<file path="src/core/sarseq_pkg.sv">
// Shared constants, register map and state types for the SAR converter sequencer
`default_nettype none

package sarseq_pkg;

    // Timing of the successive-approximation steps
    localparam int CLK_MHZ = 250;
    localparam int SAMPLE_NS = 2000;
    localparam int BIT_NS = 1000;
    localparam int SAMPLE_CYC = (SAMPLE_NS * CLK_MHZ + 999) / 1000;
    localparam int BIT_CYC = (BIT_NS * CLK_MHZ + 999) / 1000;
    localparam int CNT_W = 10;
    localparam logic [CNT_W-1:0] SAMPLE_LOAD = CNT_W'(SAMPLE_CYC - 1);
    localparam logic [CNT_W-1:0] BIT_LOAD = CNT_W'(BIT_CYC - 1);

    // Widths
    localparam int RES_W = 10;
    localparam int DATA_W = 8;
    localparam int ADDR_W = 4;
    localparam int SLOTS = 4;

    // Byte addresses: slot k upper byte at 2k, lower byte at 2k+1
    localparam logic [ADDR_W-1:0] OFS_SLOT_A_HI = 4'h0;
    localparam logic [ADDR_W-1:0] OFS_SLOT_D_LO = 4'h7;
    localparam logic [ADDR_W-1:0] OFS_CTRL_STATUS = 4'h8;
    localparam logic [ADDR_W-1:0] OFS_CTRL = 4'h9;

    // Control/status register fields
    localparam int CSR_END_FLAG = 7;
    localparam int CSR_IRQ_EN = 6;
    localparam int CSR_START = 5;
    localparam int CSR_SCAN = 4;
    localparam int CSR_SET_SEL = 3;
    localparam int CSR_GROUP_SEL = 2;
    localparam int CSR_CH_HI = 1;
    localparam int CSR_CH_LO = 0;

    // Control register fields
    localparam int CR_TIMER_TRIG_EN = 7;
    localparam int CR_EXT_TRIG_EN = 6;

    // Reset values
    localparam logic [RES_W-1:0] RES_RST = 10'h000;
    localparam logic [DATA_W-1:0] BYTE_RST = 8'h00;
    localparam logic [5:0] LOW_PAD = 6'h00;

    typedef enum logic [1:0] {SQ_IDLE, SQ_START, SQ_BUSY} sarseq_seq_t;
    typedef enum logic [1:0] {SC_IDLE, SC_SAMPLE, SC_TRIAL} sarseq_core_t;

endpackage : sarseq_pkg

`default_nettype wire

</file>
<file path="src/core/sarseq_top.sv">
// Converter sequencer top: byte register port, start sources, channel walk and result slots
`timescale 1ns/1ps
`default_nettype none

module sarseq_top (
    input wire logic clk,
    input wire logic rst,
    input wire logic [sarseq_pkg::ADDR_W-1:0] busAddr,
    input wire logic busWrEn,
    input wire logic busRdEn,
    input wire logic [sarseq_pkg::DATA_W-1:0] busWrData,
    output logic [sarseq_pkg::DATA_W-1:0] busRdData,
    input wire logic timerTrigger,
    input wire logic extConvTriggerPin,
    input wire logic compIn,
    input wire logic moduleStop,
    output logic [3:0] analogInputSel,
    output logic sampleHold,
    output logic [sarseq_pkg::RES_W-1:0] dacCode,
    output logic convEndIrq
);

    // Control/status fields
    logic convEndFlag_ff;
    logic convEndIrqEn_ff;
    logic convStartBit_ff;
    logic scanMode_ff;
    logic channelSetSel_ff;
    logic channelGroupSel_ff;
    logic [1:0] chField_ff;

    // Control fields
    logic timerTrigEn_ff;
    logic extTrigEn_ff;

    // Flag read-as-one tracking for the clear handshake
    logic endFlagSeen_ff;

    // Sequencer
    sarseq_pkg::sarseq_seq_t seqState_ff;
    logic [1:0] chIdx_ff;
    logic coreStart_ff;
    logic [3:0] inputSel_ff;

    // Result slots and byte path
    logic [sarseq_pkg::RES_W-1:0] result_ff [sarseq_pkg::SLOTS];
    logic [sarseq_pkg::DATA_W-1:0] tempLow_ff;
    logic [sarseq_pkg::DATA_W-1:0] rdData_ff;
    logic irq_ff;
    logic extPrev_ff;

    // Synchronised pins and core handshake
    logic extSync;
    logic compSync;
    logic coreDone;
    logic [sarseq_pkg::RES_W-1:0] coreResult;

    // Decoded strobes and events
    logic wrCsr;
    logic wrCr;
    logic rdCsr;
    logic rdSlotHi;
    logic [1:0] rdSlot;
    logic extRise;
    logic trigStart;
    logic lastChan;
    logic slotDone;
    logic convEndEvt;
    logic endFlagClr;
    logic [15:0] slotWord;

    // Trigger pin and comparator come from outside the clock domain
    sarseq_sync #(
        .W(2)
    ) u_sync (
        .clk(clk),
        .rst(rst),
        .asyncIn({extConvTriggerPin, compIn}),
        .syncOut({extSync, compSync})
    );

    // Conversion engine; stopping the start bit aborts the conversion in flight
    sarseq_sar_core u_core (
        .clk(clk),
        .rst(rst),
        .start(coreStart_ff),
        .abort(!convStartBit_ff),
        .compIn(compSync),
        .done(coreDone),
        .result(coreResult),
        .dacCode(dacCode),
        .sampleHold(sampleHold)
    );

    // Address decode for the 8-bit register port
    always_comb begin
        wrCsr = 1'b0;
        wrCr = 1'b0;
        rdCsr = 1'b0;
        rdSlotHi = 1'b0;
        if (busAddr == sarseq_pkg::OFS_CTRL_STATUS) begin
            wrCsr = busWrEn;
            rdCsr = busRdEn;
        end else if (busAddr == sarseq_pkg::OFS_CTRL) begin
            wrCr = busWrEn;
        end else if (busAddr <= sarseq_pkg::OFS_SLOT_D_LO) begin
            rdSlotHi = busRdEn && !busAddr[0];
        end
    end

    assign rdSlot = busAddr[2:1];
    assign slotWord = {result_ff[rdSlot], sarseq_pkg::LOW_PAD};

    // Start sources: pin edge only counts when enabled, timer pulse likewise
    assign extRise = extSync && !extPrev_ff;
    assign trigStart = (timerTrigEn_ff && timerTrigger) || (extTrigEn_ff && extRise);

    // End of pass: every single conversion, or the last channel of a scan
    assign slotDone = coreDone && (seqState_ff == sarseq_pkg::SQ_BUSY);
    assign lastChan = !scanMode_ff || (chIdx_ff == chField_ff);
    assign convEndEvt = slotDone && lastChan;

    // Clear only takes effect after the flag was read back as one
    assign endFlagClr = wrCsr && !busWrData[sarseq_pkg::CSR_END_FLAG] && endFlagSeen_ff;

    // Pin edge detector reads only the synchronised copy
    always_ff @(posedge clk) begin
        if (rst) begin
            extPrev_ff <= 1'b0;
        end else begin
            extPrev_ff <= extSync;
        end
    end

    // Mode, channel and enable fields of the control/status register
    always_ff @(posedge clk) begin
        if (rst) begin
            convEndIrqEn_ff <= 1'b0;
            scanMode_ff <= 1'b0;
            channelSetSel_ff <= 1'b0;
            channelGroupSel_ff <= 1'b0;
            chField_ff <= 2'h0;
        end else if (wrCsr) begin
            convEndIrqEn_ff <= busWrData[sarseq_pkg::CSR_IRQ_EN];
            scanMode_ff <= busWrData[sarseq_pkg::CSR_SCAN];
            channelSetSel_ff <= busWrData[sarseq_pkg::CSR_SET_SEL];
            channelGroupSel_ff <= busWrData[sarseq_pkg::CSR_GROUP_SEL];
            chField_ff <= busWrData[sarseq_pkg::CSR_CH_HI:sarseq_pkg::CSR_CH_LO];
        end
    end

    // Trigger enables of the control register
    always_ff @(posedge clk) begin
        if (rst) begin
            timerTrigEn_ff <= 1'b0;
            extTrigEn_ff <= 1'b0;
        end else if (wrCr) begin
            timerTrigEn_ff <= busWrData[sarseq_pkg::CR_TIMER_TRIG_EN];
            extTrigEn_ff <= busWrData[sarseq_pkg::CR_EXT_TRIG_EN];
        end
    end

    // Start bit: module stop beats all; a trigger beats a software clear in the same cycle
    always_ff @(posedge clk) begin
        if (rst) begin
            convStartBit_ff <= 1'b0;
        end else if (moduleStop) begin
            convStartBit_ff <= 1'b0;
        end else if (wrCsr) begin
            convStartBit_ff <= busWrData[sarseq_pkg::CSR_START] || trigStart;
        end else if (trigStart) begin
            convStartBit_ff <= 1'b1;
        end else if (slotDone && !scanMode_ff) begin
            convStartBit_ff <= 1'b0;
        end
    end

    // End flag: a new end event wins over a clear in the same cycle
    always_ff @(posedge clk) begin
        if (rst) begin
            convEndFlag_ff <= 1'b0;
        end else if (convEndEvt) begin
            convEndFlag_ff <= 1'b1;
        end else if (endFlagClr) begin
            convEndFlag_ff <= 1'b0;
        end
    end

    // Remembers that software saw the flag set, so a blind 0 write cannot lose an event
    always_ff @(posedge clk) begin
        if (rst) begin
            endFlagSeen_ff <= 1'b0;
        end else if (endFlagClr || !convEndFlag_ff) begin
            endFlagSeen_ff <= 1'b0;
        end else if (rdCsr) begin
            endFlagSeen_ff <= 1'b1;
        end
    end

    // Channel walk: single mode uses the chosen channel, scan walks 0 up to the field
    always_ff @(posedge clk) begin
        if (rst) begin
            seqState_ff <= sarseq_pkg::SQ_IDLE;
            chIdx_ff <= 2'h0;
            coreStart_ff <= 1'b0;
        end else begin
            coreStart_ff <= 1'b0;
            case (seqState_ff)
                sarseq_pkg::SQ_IDLE: begin
                    if (convStartBit_ff) begin
                        chIdx_ff <= scanMode_ff ? 2'h0 : chField_ff;
                        seqState_ff <= sarseq_pkg::SQ_START;
                    end
                end
                sarseq_pkg::SQ_START: begin
                    if (!convStartBit_ff) begin
                        seqState_ff <= sarseq_pkg::SQ_IDLE;
                    end else begin
                        coreStart_ff <= 1'b1;
                        seqState_ff <= sarseq_pkg::SQ_BUSY;
                    end
                end
                sarseq_pkg::SQ_BUSY: begin
                    if (!convStartBit_ff) begin
                        seqState_ff <= sarseq_pkg::SQ_IDLE;
                    end else if (coreDone && scanMode_ff) begin
                        chIdx_ff <= lastChan ? 2'h0 : chIdx_ff + 2'h1;
                        seqState_ff <= sarseq_pkg::SQ_START;
                    end else if (coreDone) begin
                        seqState_ff <= sarseq_pkg::SQ_IDLE;
                    end
                end
                default: begin
                    seqState_ff <= sarseq_pkg::SQ_IDLE;
                end
            endcase
        end
    end

    // Input select is settled before the core starts sampling
    always_ff @(posedge clk) begin
        if (rst) begin
            inputSel_ff <= 4'h0;
        end else if (seqState_ff == sarseq_pkg::SQ_START) begin
            inputSel_ff <= {channelSetSel_ff, channelGroupSel_ff, chIdx_ff};
        end
    end

    // One slot per channel position; untouched slots keep their last result
    for (genvar k = 0; k < sarseq_pkg::SLOTS; k++) begin : g_slot
        always_ff @(posedge clk) begin
            if (rst) begin
                result_ff[k] <= sarseq_pkg::RES_RST;
            end else if (slotDone && chIdx_ff == 2'(k)) begin
                result_ff[k] <= coreResult;
            end
        end
    end

    // Upper-byte read captures the lower byte, so a word read is coherent
    always_ff @(posedge clk) begin
        if (rst) begin
            tempLow_ff <= sarseq_pkg::BYTE_RST;
        end else if (rdSlotHi) begin
            tempLow_ff <= slotWord[7:0];
        end
    end

    // Read data is registered; unmapped addresses read zero
    always_ff @(posedge clk) begin
        if (rst) begin
            rdData_ff <= sarseq_pkg::BYTE_RST;
        end else if (busRdEn) begin
            if (busAddr == sarseq_pkg::OFS_CTRL_STATUS) begin
                rdData_ff <= {convEndFlag_ff, convEndIrqEn_ff, convStartBit_ff, scanMode_ff,
                              channelSetSel_ff, channelGroupSel_ff, chField_ff};
            end else if (busAddr == sarseq_pkg::OFS_CTRL) begin
                rdData_ff <= {timerTrigEn_ff, extTrigEn_ff, 6'h00};
            end else if (busAddr <= sarseq_pkg::OFS_SLOT_D_LO && !busAddr[0]) begin
                rdData_ff <= slotWord[15:8];
            end else if (busAddr <= sarseq_pkg::OFS_SLOT_D_LO) begin
                rdData_ff <= tempLow_ff;
            end else begin
                rdData_ff <= sarseq_pkg::BYTE_RST;
            end
        end
    end

    // Interrupt level follows the flag, gated by its enable
    always_ff @(posedge clk) begin
        if (rst) begin
            irq_ff <= 1'b0;
        end else begin
            irq_ff <= convEndFlag_ff && convEndIrqEn_ff;
        end
    end

    assign busRdData = rdData_ff;
    assign analogInputSel = inputSel_ff;
    assign convEndIrq = irq_ff;

endmodule : sarseq_top

`default_nettype wire

</file>
<file path="src/core/sarseq_sync.sv">
// Two-stage synchronisers for inputs arriving from outside the clock domain
`timescale 1ns/1ps
`default_nettype none

module sarseq_sync #(
    parameter int W = 2
) (
    input wire logic clk,
    input wire logic rst,
    input wire logic [W-1:0] asyncIn,
    output logic [W-1:0] syncOut
);

    logic [W-1:0] meta_ff;
    logic [W-1:0] sync_ff;

    // One pair of flops per bit; the first stage feeds only the second
    for (genvar i = 0; i < W; i++) begin : g_bit
        always_ff @(posedge clk) begin
            if (rst) begin
                meta_ff[i] <= 1'b0;
                sync_ff[i] <= 1'b0;
            end else begin
                meta_ff[i] <= asyncIn[i];
                sync_ff[i] <= meta_ff[i];
            end
        end
    end

    assign syncOut = sync_ff;

endmodule : sarseq_sync

`default_nettype wire

</file>
<file path="src/core/sarseq_sar_core.sv">
// Successive-approximation engine: sample, then ten binary trials against the comparator
`timescale 1ns/1ps
`default_nettype none

module sarseq_sar_core (
    input wire logic clk,
    input wire logic rst,
    input wire logic start,
    input wire logic abort,
    input wire logic compIn,
    output logic done,
    output logic [sarseq_pkg::RES_W-1:0] result,
    output logic [sarseq_pkg::RES_W-1:0] dacCode,
    output logic sampleHold
);

    sarseq_pkg::sarseq_core_t state_ff;
    logic [sarseq_pkg::CNT_W-1:0] cnt_ff;
    logic [sarseq_pkg::RES_W-1:0] mask_ff;
    logic [sarseq_pkg::RES_W-1:0] dac_ff;
    logic [sarseq_pkg::RES_W-1:0] result_ff;
    logic done_ff;
    logic hold_ff;
    logic [sarseq_pkg::RES_W-1:0] kept;

    // Trial bit stays when the input is at or above the trial level
    assign kept = compIn ? dac_ff : (dac_ff & ~mask_ff);

    // Conversion sequence; abort wins so a stopped scan writes no slot unless the stop lands on the edge that raises done
    always_ff @(posedge clk) begin
        if (rst) begin
            state_ff <= sarseq_pkg::SC_IDLE;
            cnt_ff <= '0;
            mask_ff <= '0;
            dac_ff <= sarseq_pkg::RES_RST;
            result_ff <= sarseq_pkg::RES_RST;
            done_ff <= 1'b0;
            hold_ff <= 1'b0;
        end else begin
            done_ff <= 1'b0;
            if (abort) begin
                state_ff <= sarseq_pkg::SC_IDLE;
                hold_ff <= 1'b0;
            end else begin
                case (state_ff)
                    sarseq_pkg::SC_IDLE: begin
                        if (start) begin
                            state_ff <= sarseq_pkg::SC_SAMPLE;
                            cnt_ff <= sarseq_pkg::SAMPLE_LOAD;
                            hold_ff <= 1'b1;
                            dac_ff <= sarseq_pkg::RES_RST;
                        end
                    end
                    sarseq_pkg::SC_SAMPLE: begin
                        if (cnt_ff == '0) begin
                            state_ff <= sarseq_pkg::SC_TRIAL;
                            hold_ff <= 1'b0;
                            mask_ff <= {1'b1, {(sarseq_pkg::RES_W-1){1'b0}}};
                            dac_ff <= {1'b1, {(sarseq_pkg::RES_W-1){1'b0}}};
                            cnt_ff <= sarseq_pkg::BIT_LOAD;
                        end else begin
                            cnt_ff <= cnt_ff - 1'b1;
                        end
                    end
                    sarseq_pkg::SC_TRIAL: begin
                        if (cnt_ff != '0) begin
                            cnt_ff <= cnt_ff - 1'b1;
                        end else if (mask_ff[0]) begin
                            result_ff <= kept;
                            dac_ff <= kept;
                            done_ff <= 1'b1;
                            state_ff <= sarseq_pkg::SC_IDLE;
                        end else begin
                            dac_ff <= kept | (mask_ff >> 1);
                            mask_ff <= mask_ff >> 1;
                            cnt_ff <= sarseq_pkg::BIT_LOAD;
                        end
                    end
                    default: begin
                        state_ff <= sarseq_pkg::SC_IDLE;
                    end
                endcase
            end
        end
    end

    assign done = done_ff;
    assign result = result_ff;
    assign dacCode = dac_ff;
    assign sampleHold = hold_ff;

endmodule : sarseq_sar_core

`default_nettype wire

</file>
<file path="config.mk">
export PLATFORM = sky130hd
export DESIGN_NAME = sarseq_top
export DESIGN_NICKNAME = d
export VERILOG_FILES = /design/src/core/sarseq_pkg.sv /design/src/core/sarseq_top.sv /design/src/core/sarseq_sync.sv /design/src/core/sarseq_sar_core.sv
export SDC_FILE = /design/constraint.sdc
export NUM_CORES = 1
export LEC_CHECK = 0
export BUFFER_PORTS_ARGS = -buffer_cell sky130_fd_sc_hd__buf_2
export CORE_ASPECT_RATIO = 0.9
export CORE_MARGIN = 5
export CORE_UTILIZATION = 59
export DETAILED_ROUTE_END_ITERATION = 7
export HOLD_SLACK_MARGIN = 0.05
export PLACE_DENSITY_LB_ADDON = 0.15
export SYNTH_ARGS = -nofsm -noshare
export SYNTH_HDL_FRONTEND = slang
export SYNTH_SLANG_ARGS = --single-unit
</file>
<file path="constraint.sdc">
create_clock -name clk -period 2.85 [get_ports clk]
set_clock_uncertainty 0.15 [all_clocks]
set_input_delay 0.1425 -clock clk [delete_from_list [all_inputs] [get_ports clk]]
set_output_delay 0.1425 -clock clk [all_outputs]
set_load 0.03 [all_outputs]
</file>
After elaboration in Yosys (flattened, before gate mapping). Memory sizes are Yosys's and may differ from the RTL's. Cells that the tools add are included.

Bits in latches: 0. Bits in registers: 80. Bits in read-only memories: 0. Logic and storage cells: 185. Input bits: 20. Memories: 1. Bits in writable memories: 40. Output and inout bits: 24.

Memory list: result_ff (words 4, width 10, rd ports 1, clocked after memory_dff 0, write ports 4, RTL line sarseq_top.sv:46) `logic [sarseq_pkg::RES_W-1:0] result_ff [sarseq_pkg::SLOTS];`.

Shift operators: 0. Mux-type cells: 70. $mul: 0. Bitwise logic cells: 11. Equality and inequality tests: 20. Divide/modulo/power cells: 0. Reduce and logical (&&, ||, !) cells: 50. Magnitude comparators: 1. Add/subtract/negate cells: 2.

Operators with widths (number): $mux 10 (15); $pmux 10 s3 (2); $mux 8 (4); $mux 1 (30); $mux 2 (14); $pmux 10 s2 (1); $reduce_and 4->1 (5); $logic_and 1x1->1 (16); $pmux 2 s3 (2); $and 10x10->10 (1); $logic_not 10->1 (1); $ne 2x2->1 const B (5); $not 10->10 (1); $or 10x9->10 (1); $reduce_and 5->1 (2); $reduce_bool 10->1 (1); $sub 10x1->10 const B (1); $eq 2x2->1 const B (4); $eq 4x4->1 const B (2); $reduce_bool 2->1 (4); $reduce_or 2->1 (4); $eq 2x1->1 const B (3); $logic_not 2->1 (3); $ne 2x1->1 const B (3); other kinds (15) (29).

Depth between registers and ports, before layout. Gate-level depths: netlist of run 1.

Depth after elaboration: 7. Depth in mapped cells: 9. Gate-level depth less buffers: 7.

Hierarchy. From an unflattened synthesis of run 1, not the netlist that was laid out.

Cell total of the unflattened synthesis: 549. Area, all modules: 5656.7 um^2.

Modules (own cells, without submodules): sarseq_top (instances 1, area an instance 3291.9 um^2, sequential area each 1841.8 um^2, cells each 273); sarseq_sar_core (instances 1, area an instance 2259.7 um^2, sequential area each 880.8 um^2, cells each 268); sarseq_sync (instances 1, area an instance 105.1 um^2, sequential area each 80.1 um^2, cells each 8).

Worst setup path after synthesis of run 1. Ideal clock, no wire load.

Kind: reg2reg. From: register u_core.cnt_ff[0] (netlist name). To: register u_core.mask_ff[2] (netlist name). Required time: 2570 ps. Buffers on the path: 2. Setup time: 130 ps. Period minus slack after synthesis: 2009 ps. Data arrival time: 1729 ps. Path slack: 841 ps. Stages on the path, launching flop included: 9. Cells stage by stage: dfxtp_1 inv_1 ha_1 nor4b_4 and3_1 buf_2 o2111ai_2 clkbuf_1 o21ai_0.

Longest elaborated chain between the ends: 3. Elaborated cells on any way between the ends: 5. Classes of those cells: eq/ne: 2; reduce/logical: 3.

RTL lines: start: declaration (RTL line sarseq_sar_core.sv:18) `logic [sarseq_pkg::CNT_W-1:0] cnt_ff;`; start signal: assignment (RTL line sarseq_sar_core.sv:49) `cnt_ff <= sarseq_pkg::SAMPLE_LOAD;`; start signal: assignment (RTL line sarseq_sar_core.sv:60) `cnt_ff <= sarseq_pkg::BIT_LOAD;`; start signal: assignment (RTL line sarseq_sar_core.sv:62) `cnt_ff <= cnt_ff - 1'b1;`; $reduce_bool 10->1 or $logic_not 10->1 (tied branches) (RTL line sarseq_sar_core.sv:66, sarseq_sar_core.sv:55); $ne 2x2->1 (no line) or $ne 2x1->1 (tied branches); $reduce_and 5->1 (no line) (*); end signal: assignment (RTL line sarseq_sar_core.sv:58) `mask_ff <= {1'b1, {(sarseq_pkg::RES_W-1){1'b0}}};`; end signal: assignment (RTL line sarseq_sar_core.sv:75) `mask_ff <= mask_ff >> 1;`; end: declaration (RTL line sarseq_sar_core.sv:19) `logic [sarseq_pkg::RES_W-1:0] mask_ff;`.

Every way passes the cells marked *; elsewhere a longest branch is shown, timed or not. A chain may end at the register's enable or synchronous reset.

Final worst setup path of run 1.
From: register u_core.cnt_ff[0] (netlist name). To: register u_core.mask_ff[6] (netlist name).

The elaborated chain is that of the path after synthesis.

==> qor.csv, run 1 <==
metric;value;unit
hold_depth;4;
synth-warning-count;0;
synth.top_cells.by_area;sky130_fd_sc_hd__dfxtp_1 (30%), sky130_fd_sc_hd__edfxtp_1 (22%), sky130_fd_sc_hd__and3_1 (5.0%), sky130_fd_sc_hd__mux4_2 (4.2%), sky130_fd_sc_hd__o21ai_0 (3.6%);
async_reset_ff_share;0;%
design.die.area;11200;um^2
synth_top_area_cell;sky130_fd_sc_hd__dfxtp_1;
yosys.cell_count.top_type;sky130_fd_sc_hd__dfxtp_1;
synth-edff-count;40;
flow.area_growth_from_synthesis;21.0;%
place_hpwl;8.21;mm
n_antenna_cell;0;
share_comb_of_total_power;3.9;%
pin_count;44;
timing.critical_path.to_type;flop;
routabilityCongestion;0.819;
placeableCoreArea;9040;um^2
synth_simple_gate_area_share;20.4;%
cts_tree;yes;
crit_path_cell_trace;inv_1 -> ha_1 -> nor4b_4 -> and3_1 -> o2111ai_2 -> nand3b_1 -> o21ai_0;
h-tree-depth;4;
dpl.cell_count;681;
yosysSeqAreaShare;51.9;%
avgSynthCellArea;9.97;um^2
worst-r2r-cell-count;7;
cp_slowest_cell;sky130_fd_sc_hd__and3_1;
die_width;111;um
synthesis.instances;542;
fillCellCount;640;
numClockSinks;120;
cts_setup_buffers;0;
clk_latency;0.52;ns
port_buffers;43;
yosys-mux-area-fraction;6.05;%
seqPwrFrac;44.1;%
synth_compound_area_share;14.1;%
drtIter0Drc;369;
finished_layout_cells;735;
most_used_flip_flop_cell_after_synthesis;sky130_fd_sc_hd__dfxtp_1;
achievable-frequency;398;MHz
outcome;finished, final reports clean;
clockPowerShare;52.1;%
power.net_switching;0.860;mW
vias;4351;
setup_viol_count_final;0;
synth.lib_cells_used.distinct;56;
period_share;88.2;%
grt_first_pass_wirelength;21.5;mm
synthesis_stage_register_bit_count;120;
ctsLongestPathBuffers;2;
cpPeakStageDelay;0.54;ns
drc;0;
worstPathRequired;3.07;ns
sw_ratio;20.8;%
synth.top_cell.area_share;29.7;%
cts-resized-gates;0;
die-height;101;um
min-delay-path-class;in -> reg;
power_density;632;nW/um^2
grt_max_degree;53;
first_global_vias;4262;
cap_violations;0;
grt_overflow_total;0;
critPathKind;reg -> reg;
synth_fa_ha_area_share;2.55;%
grt_use_total;24.2;%
hold_ws;0.117;ns
p_int;3.27;mW
synthTopCellsByCount;sky130_fd_sc_hd__dfxtp_1 (80), sky130_fd_sc_hd__and3_1 (43), sky130_fd_sc_hd__nand2_1 (43), sky130_fd_sc_hd__nor2_1 (42), sky130_fd_sc_hd__edfxtp_1 (40);
routed_wl;13.0;mm
slew_of_the_pin_with_the_lowest_slew_margin;0.672;ns
final-max-slew-violation-count;0;
clk_transition_reported_paths;0.06;ns
multi_input_comb_area;2360;um^2
static-leakage-power;2.54;nW
worst-endpoint-arrival;2.73;ns
drt_pre_antenna_iters;5;
timing.final.hold_violations;0;
synth_top_family_by_area;simple AND/OR/NAND/NOR gates;
syn-num-nets;573;
post_route_cells_drive_above_1_share;16.8;%
finalNetCount;631;
synth-xor-area-share;0.649;%
setup_repair_after_global_routing_missed_its_margin;false;
netlist_area;5400;um^2
grt_antenna_before_repair;0;
cp-start-kind;flop;
slew_hr;55.2;%
antenna_violating_nets_post_route;0;
cts.root.buffer_cell;sky130_fd_sc_hd__clkbuf_8;
timing.final.crit_period;2.51;ns
rows;33;
post_drt_via_cell_ratio;5.92;
critical_path_peak_fanout;18;
routed_wire_length_per_instance;17.7;um
tritoncts_buffers;17;
worst_ir_drop_vdd;356;uV
regArea;2800;um^2
initial_utilization;59.7;%
timing.setup.tns;0;ns
## worst max-delay path: cells and delay by family, from the launching register on
kind	cells	cell delay, ns
adders and majority gates	1	0.15
DFF	1	0.34
AOI/OAI and AO/OA	2	0.57
and+or+nand+nor	3	1.06
buffers and inverters	1	0.10
## cells by family after synthesis
family / Yosys count
compound gates: 121
xor+xnor: 4
fa+ha+maj: 11
buf+inv: 60
flops: 120
mux: 20
simple gates: 206
## cell type report
cell class / instances / area share (%)
clock buffer: 22 / 7.58
inverter: 25 / 1.44
multi-input combinational: 362 / 36.2
timing repair buffer: 74 / 7.89
clock inverter: 10 / 1.72
sequential: 120 / 42.9
tap: 122 / 2.33
## per-stage QoR
stage	instance area [um^2]	utilization, %	power, mW	setup WS, ns
3_3_place_gp	5710	63.1	1.99	0.486
5_1_grt	6540	72.3	4.25	0.0861
3_5_place_dp	5710	63.1	1.99	0.347
2_1_floorplan	5400	-	1.94	0.841
6_report	6540	72.3	4.13	0.338
4_1_cts	6540	72.3	4.15	0.342
## registers in the layout (all words and copies together) (netlist names), 2 cells and up
register	flops
analogInputSel	4
busRdData	8
chField_ff	2
chIdx_ff	2
result_ff	40
seqState_ff	2
tempLow_ff	2
u_core.cnt_ff	10
u_core.dacCode	10
u_core.mask_ff	10
u_core.result	10
u_core.state_ff	2
u_sync.meta_ff	2
u_sync.syncOut	2
## power by group through the flow
stage,Clock (mW),Combinational [mW],Sequential (mW)
floorplan,0,0.0849,1.86
global placement,0,0.137,1.85
detailed placement,0,0.139,1.85
CTS,2.17,0.159,1.82
global route,2.25,0.173,1.82
finish,2.15,0.161,1.82
## metal layers
| metal | routed length (um) | global-route usage [%] |
|---|---|---|
| met1 | 5790 | 32.5 |
| met2 | 6170 | 38.0 |
| met3 | 903 | 6.18 |
| met4 | 120 | 9.47 |
| met5 | 0 | 0 |
## cell usage in the layout (no fill, tap or decap), types with 8 or more instances in the layout
cell type,n
sky130_fd_sc_hd__nand3b_1,9
sky130_fd_sc_hd__nand2b_1,8
sky130_fd_sc_hd__nand3_1,11
sky130_fd_sc_hd__buf_4,8
sky130_fd_sc_hd__a21oi_1,33
sky130_fd_sc_hd__mux4_2,10
sky130_fd_sc_hd__nand2_1,43
sky130_fd_sc_hd__nor2b_1,8
sky130_fd_sc_hd__clkbuf_16,18
sky130_fd_sc_hd__mux2i_1,9
sky130_fd_sc_hd__nor3_1,9
sky130_fd_sc_hd__and3_1,43
sky130_fd_sc_hd__inv_1,24
sky130_fd_sc_hd__edfxtp_1,40
sky130_fd_sc_hd__buf_2,43
sky130_fd_sc_hd__ha_1,11
sky130_fd_sc_hd__nor2_1,42
sky130_fd_sc_hd__o21ai_0,39
sky130_fd_sc_hd__dlygate4sd3_1,22
sky130_fd_sc_hd__dfxtp_1,80
## timing repair
| item | in CTS | in global routing |
|---|---|---|
| setup endpoints to repair | 0 | 0 |
| endpoints found under the hold margin | 36 | 0 |
| hold buffers | 22 | 0 |
## worst paths after layout
check / start / end / slack, ns
worst max-delay path: u_core.cnt_ff[0] / u_core.mask_ff[6] / 0.34
worst min-delay path: busAddr[2] / tempLow_ff[7] / 0.12
worst min register to register: u_sync.meta_ff[0] / u_sync.syncOut[0] / 0.29
worst max register to register: u_core.cnt_ff[0] / u_core.mask_ff[6] / 0.34
Power figures use the tool's default switching activity.
==> run 2: changes to the inputs <==
==> constraint.sdc (replaced) <==
create_clock -name clk -period 2.8 [get_ports clk]
set_clock_uncertainty 0.15 [all_clocks]
set_input_delay 0.14 -clock clk [delete_from_list [all_inputs] [get_ports clk]]
set_output_delay 0.14 -clock clk [all_outputs]
set_load 0.03 [all_outputs]
==> run 2 against run 1 <==
Sequential share of layout area is 0.21 points higher. First-iteration DRC count stayed put. Global-route usage is 0.59 points lower. Worst setup slack worse by 0.26 ns. Non-clock buffer count is 5 higher. Core utilization is 0.36 points lower. Sequential cell count stayed put. Register-to-register slack better by 0.05 ns. Critical path depth is 1 higher. Via count is 1.2% lower. Final cell count is 0.54% higher. Power is 2.8% lower. Critical path type is now in -> reg.
==> qor.csv, run 2 (same netlist as run 1, synthesis figures left out) <==
metric;value;unit;change
die_width;111;um;unchanged
cts_setup_buffers;0;;unchanged
place_hpwl;8.26;mm;+0.53%
top_register;result_ff;;
routed_wl;12.7;mm;-2.3%
cap_violations;0;;unchanged
static-leakage-power;2.53;nW;-0.43%
clk_latency;0.52;ns;about the same
rows;33;;unchanged
cp-start-kind;primary input;;
grt_antenna_before_repair;0;;unchanged
setup_viol_count_final;0;;unchanged
timing.critical_path.to_type;flop;;
power_density;617;nW/um^2;-2.3%
grt_use_total;23.6;%;-0.59 points
pin_count;44;;unchanged
dpl.cell_count;683;;+0.29%
vias;4297;;-1.2%
placeableCoreArea;9040;um^2;unchanged
achievable-frequency;367;MHz;
design.die.area;11200;um^2;unchanged
critical_path_peak_fanout;5;;-13
path_common_cell;sky130_fd_sc_hd__dlygate4sd3_1;;
critPathKind;in -> reg;;
timing.setup.tns;0;ns;unchanged
cts-resized-gates;0;;unchanged
die-height;101;um;unchanged
finalNetCount;636;;+0.79%
mostFrequentLayoutCells;sky130_fd_sc_hd__dfxtp_1 (80), sky130_fd_sc_hd__and3_1 (43), sky130_fd_sc_hd__nand2_1 (43), sky130_fd_sc_hd__buf_2 (43), sky130_fd_sc_hd__nor2_1 (42);;
timing.final.hold_violations;0;;unchanged
grt_max_degree;49;;-7.5%
cts.root.buffer_cell;sky130_fd_sc_hd__clkbuf_8;;
critPathLaunch;busAddr[3];;
grt_first_pass_wirelength;21.1;mm;-2.0%
crit_path_cell_trace;dlygate4sd3_1 -> buf_2 -> nor3b_1 -> and3_1 -> mux2i_1 -> dlygate4sd3_1 -> nor2_1 -> dlygate4sd3_1;;
cpPeakStageDelay;0.58;ns;+0.04 ns
worstPathBufferInverterCount;4;;+3
ctsLongestPathBuffers;2;;unchanged
layout.cells.most_common;sky130_fd_sc_hd__dfxtp_1;;
numClockSinks;120;;unchanged
outcome;finished, final reports clean;;
finish.utilization;71.9;%;-0.36 points
worst_path_top_cell_family_by_delay;buffers and inverters;;
min-delay-path-class;in -> reg;;
finished_layout_cells;739;;+0.54%
drt_pre_antenna_iters;6;;+1
critPathCapture;extTrigEn_ff;;
cts_tree;yes;;
routabilityCongestion;0.819;;about the same
path_depth;8;;+1
slew_of_the_pin_with_the_lowest_slew_margin;0.731;ns;+0.0586 ns
timing.final.crit_period;2.72;ns;
setup_repair_after_global_routing_missed_its_margin;false;;
grt_overflow_total;0;;unchanged
worst_ir_drop_vdd;391;uV;+9.8%
clk_transition_reported_paths;0.06;ns;about the same
hold_ws;0.131;ns;+0.0140 ns
post_route_cells_drive_above_1_share;16.5;%;-0.27 points
antenna_violating_nets_post_route;0;;unchanged
reg2reg_slack;0.39;ns;+0.05 ns
tritoncts_buffers;17;;unchanged
cts_hold_repair.buffers;25;;+14%
port_buffers;43;;unchanged
reg2reg_to;u_core.cnt_ff[3];;
timing.rr.start;u_core.state_ff[0];;
routed_wire_length_per_instance;17.2;um;-2.8%
drc;0;;unchanged
initial_utilization;59.7;%;unchanged
worstPathRequired;3.05;ns;-0.02 ns
drtIter0Drc;369;;unchanged
worst-r2r-cell-count;7;;unchanged
flow.area_growth_from_synthesis;20.4;%;
largest_reg_flops;40;;unchanged
h-tree-depth;4;;unchanged
n_antenna_cell;0;;unchanged
final-max-slew-violation-count;0;;unchanged
cp_slowest_cell;sky130_fd_sc_hd__dlygate4sd3_1;;
post_drt_via_cell_ratio;5.81;;-1.8%
first_global_vias;4178;;-2.0%
period_share;97.2;%;
slew_hr;51.3;%;-3.9 points
worst-endpoint-arrival;2.97;ns;+0.24 ns
## run 2: cell type report
class | instances | area (um^2)
multi-input cells | 362 | 2360
well taps | 122 | 153
flip-flops and latches | 120 | 2800
repair buffers | 79 | 548
fillers | 639 | 2540
clock buffers | 21 | 439
inverters | 25 | 93.8
clock inverters | 10 | 104
## run 2: worst min path at each step
| stage | start | to | slack (ns) | cells after the start |
|---|---|---|---|---|
| 2_1_floorplan | moduleStop | convStartBit_ff | 0.07 | 1 |
| 3_3_place_gp | moduleStop | convStartBit_ff | 0.17 | 2 |
| 3_5_place_dp | moduleStop | convStartBit_ff | 0.17 | 2 |
| 4_1_cts | busAddr[2] | busRdData[3] | 0.13 | 4 |
| 5_1_grt | busAddr[2] | busRdData[3] | 0.15 | 4 |
| 6_report | busAddr[2] | busRdData[3] | 0.13 | 4 |
## run 2: worst reg2reg max path, cell delays in order (launching register included)
cell and delay [ns]:
sky130_fd_sc_hd__dfxtp_1 0.38, sky130_fd_sc_hd__inv_1 0.10, sky130_fd_sc_hd__ha_1 0.24, sky130_fd_sc_hd__nor2b_1 0.17, sky130_fd_sc_hd__nor3_1 0.30, sky130_fd_sc_hd__o21a_1 0.52, sky130_fd_sc_hd__o21ai_0 0.18, sky130_fd_sc_hd__a221oi_1 0.28
## run 2: through the flow
stage	instance area, um^2	setup WS (ns)	total power [mW]
after floorplan	5400	0.791	1.98
after global placement	5710	0.566	2.02
after detailed placement	5710	0.424	2.03
after CTS	6500	0.171	4.04
after global routing	6500	0.0122	4.15
final	6500	0.0775	4.02
## run 2: per-layer routing
metal	GRT usage (%)	up-vias	part of all wire, %
li1	-	2088	-
met1	31.8	2050	46
met2	37.9	146	47
met3	7.02	13	6.2
met4	5.68	0	0.91
met5	0	-	0
## run 2: power breakdown
part,internal (mW),switching [mW],total (mW)
logic,0.0736,0.0897,0.163
clock network,1.27,0.730,2.00
registers,1.84,0.0141,1.85
total,3.18,0.834,4.02
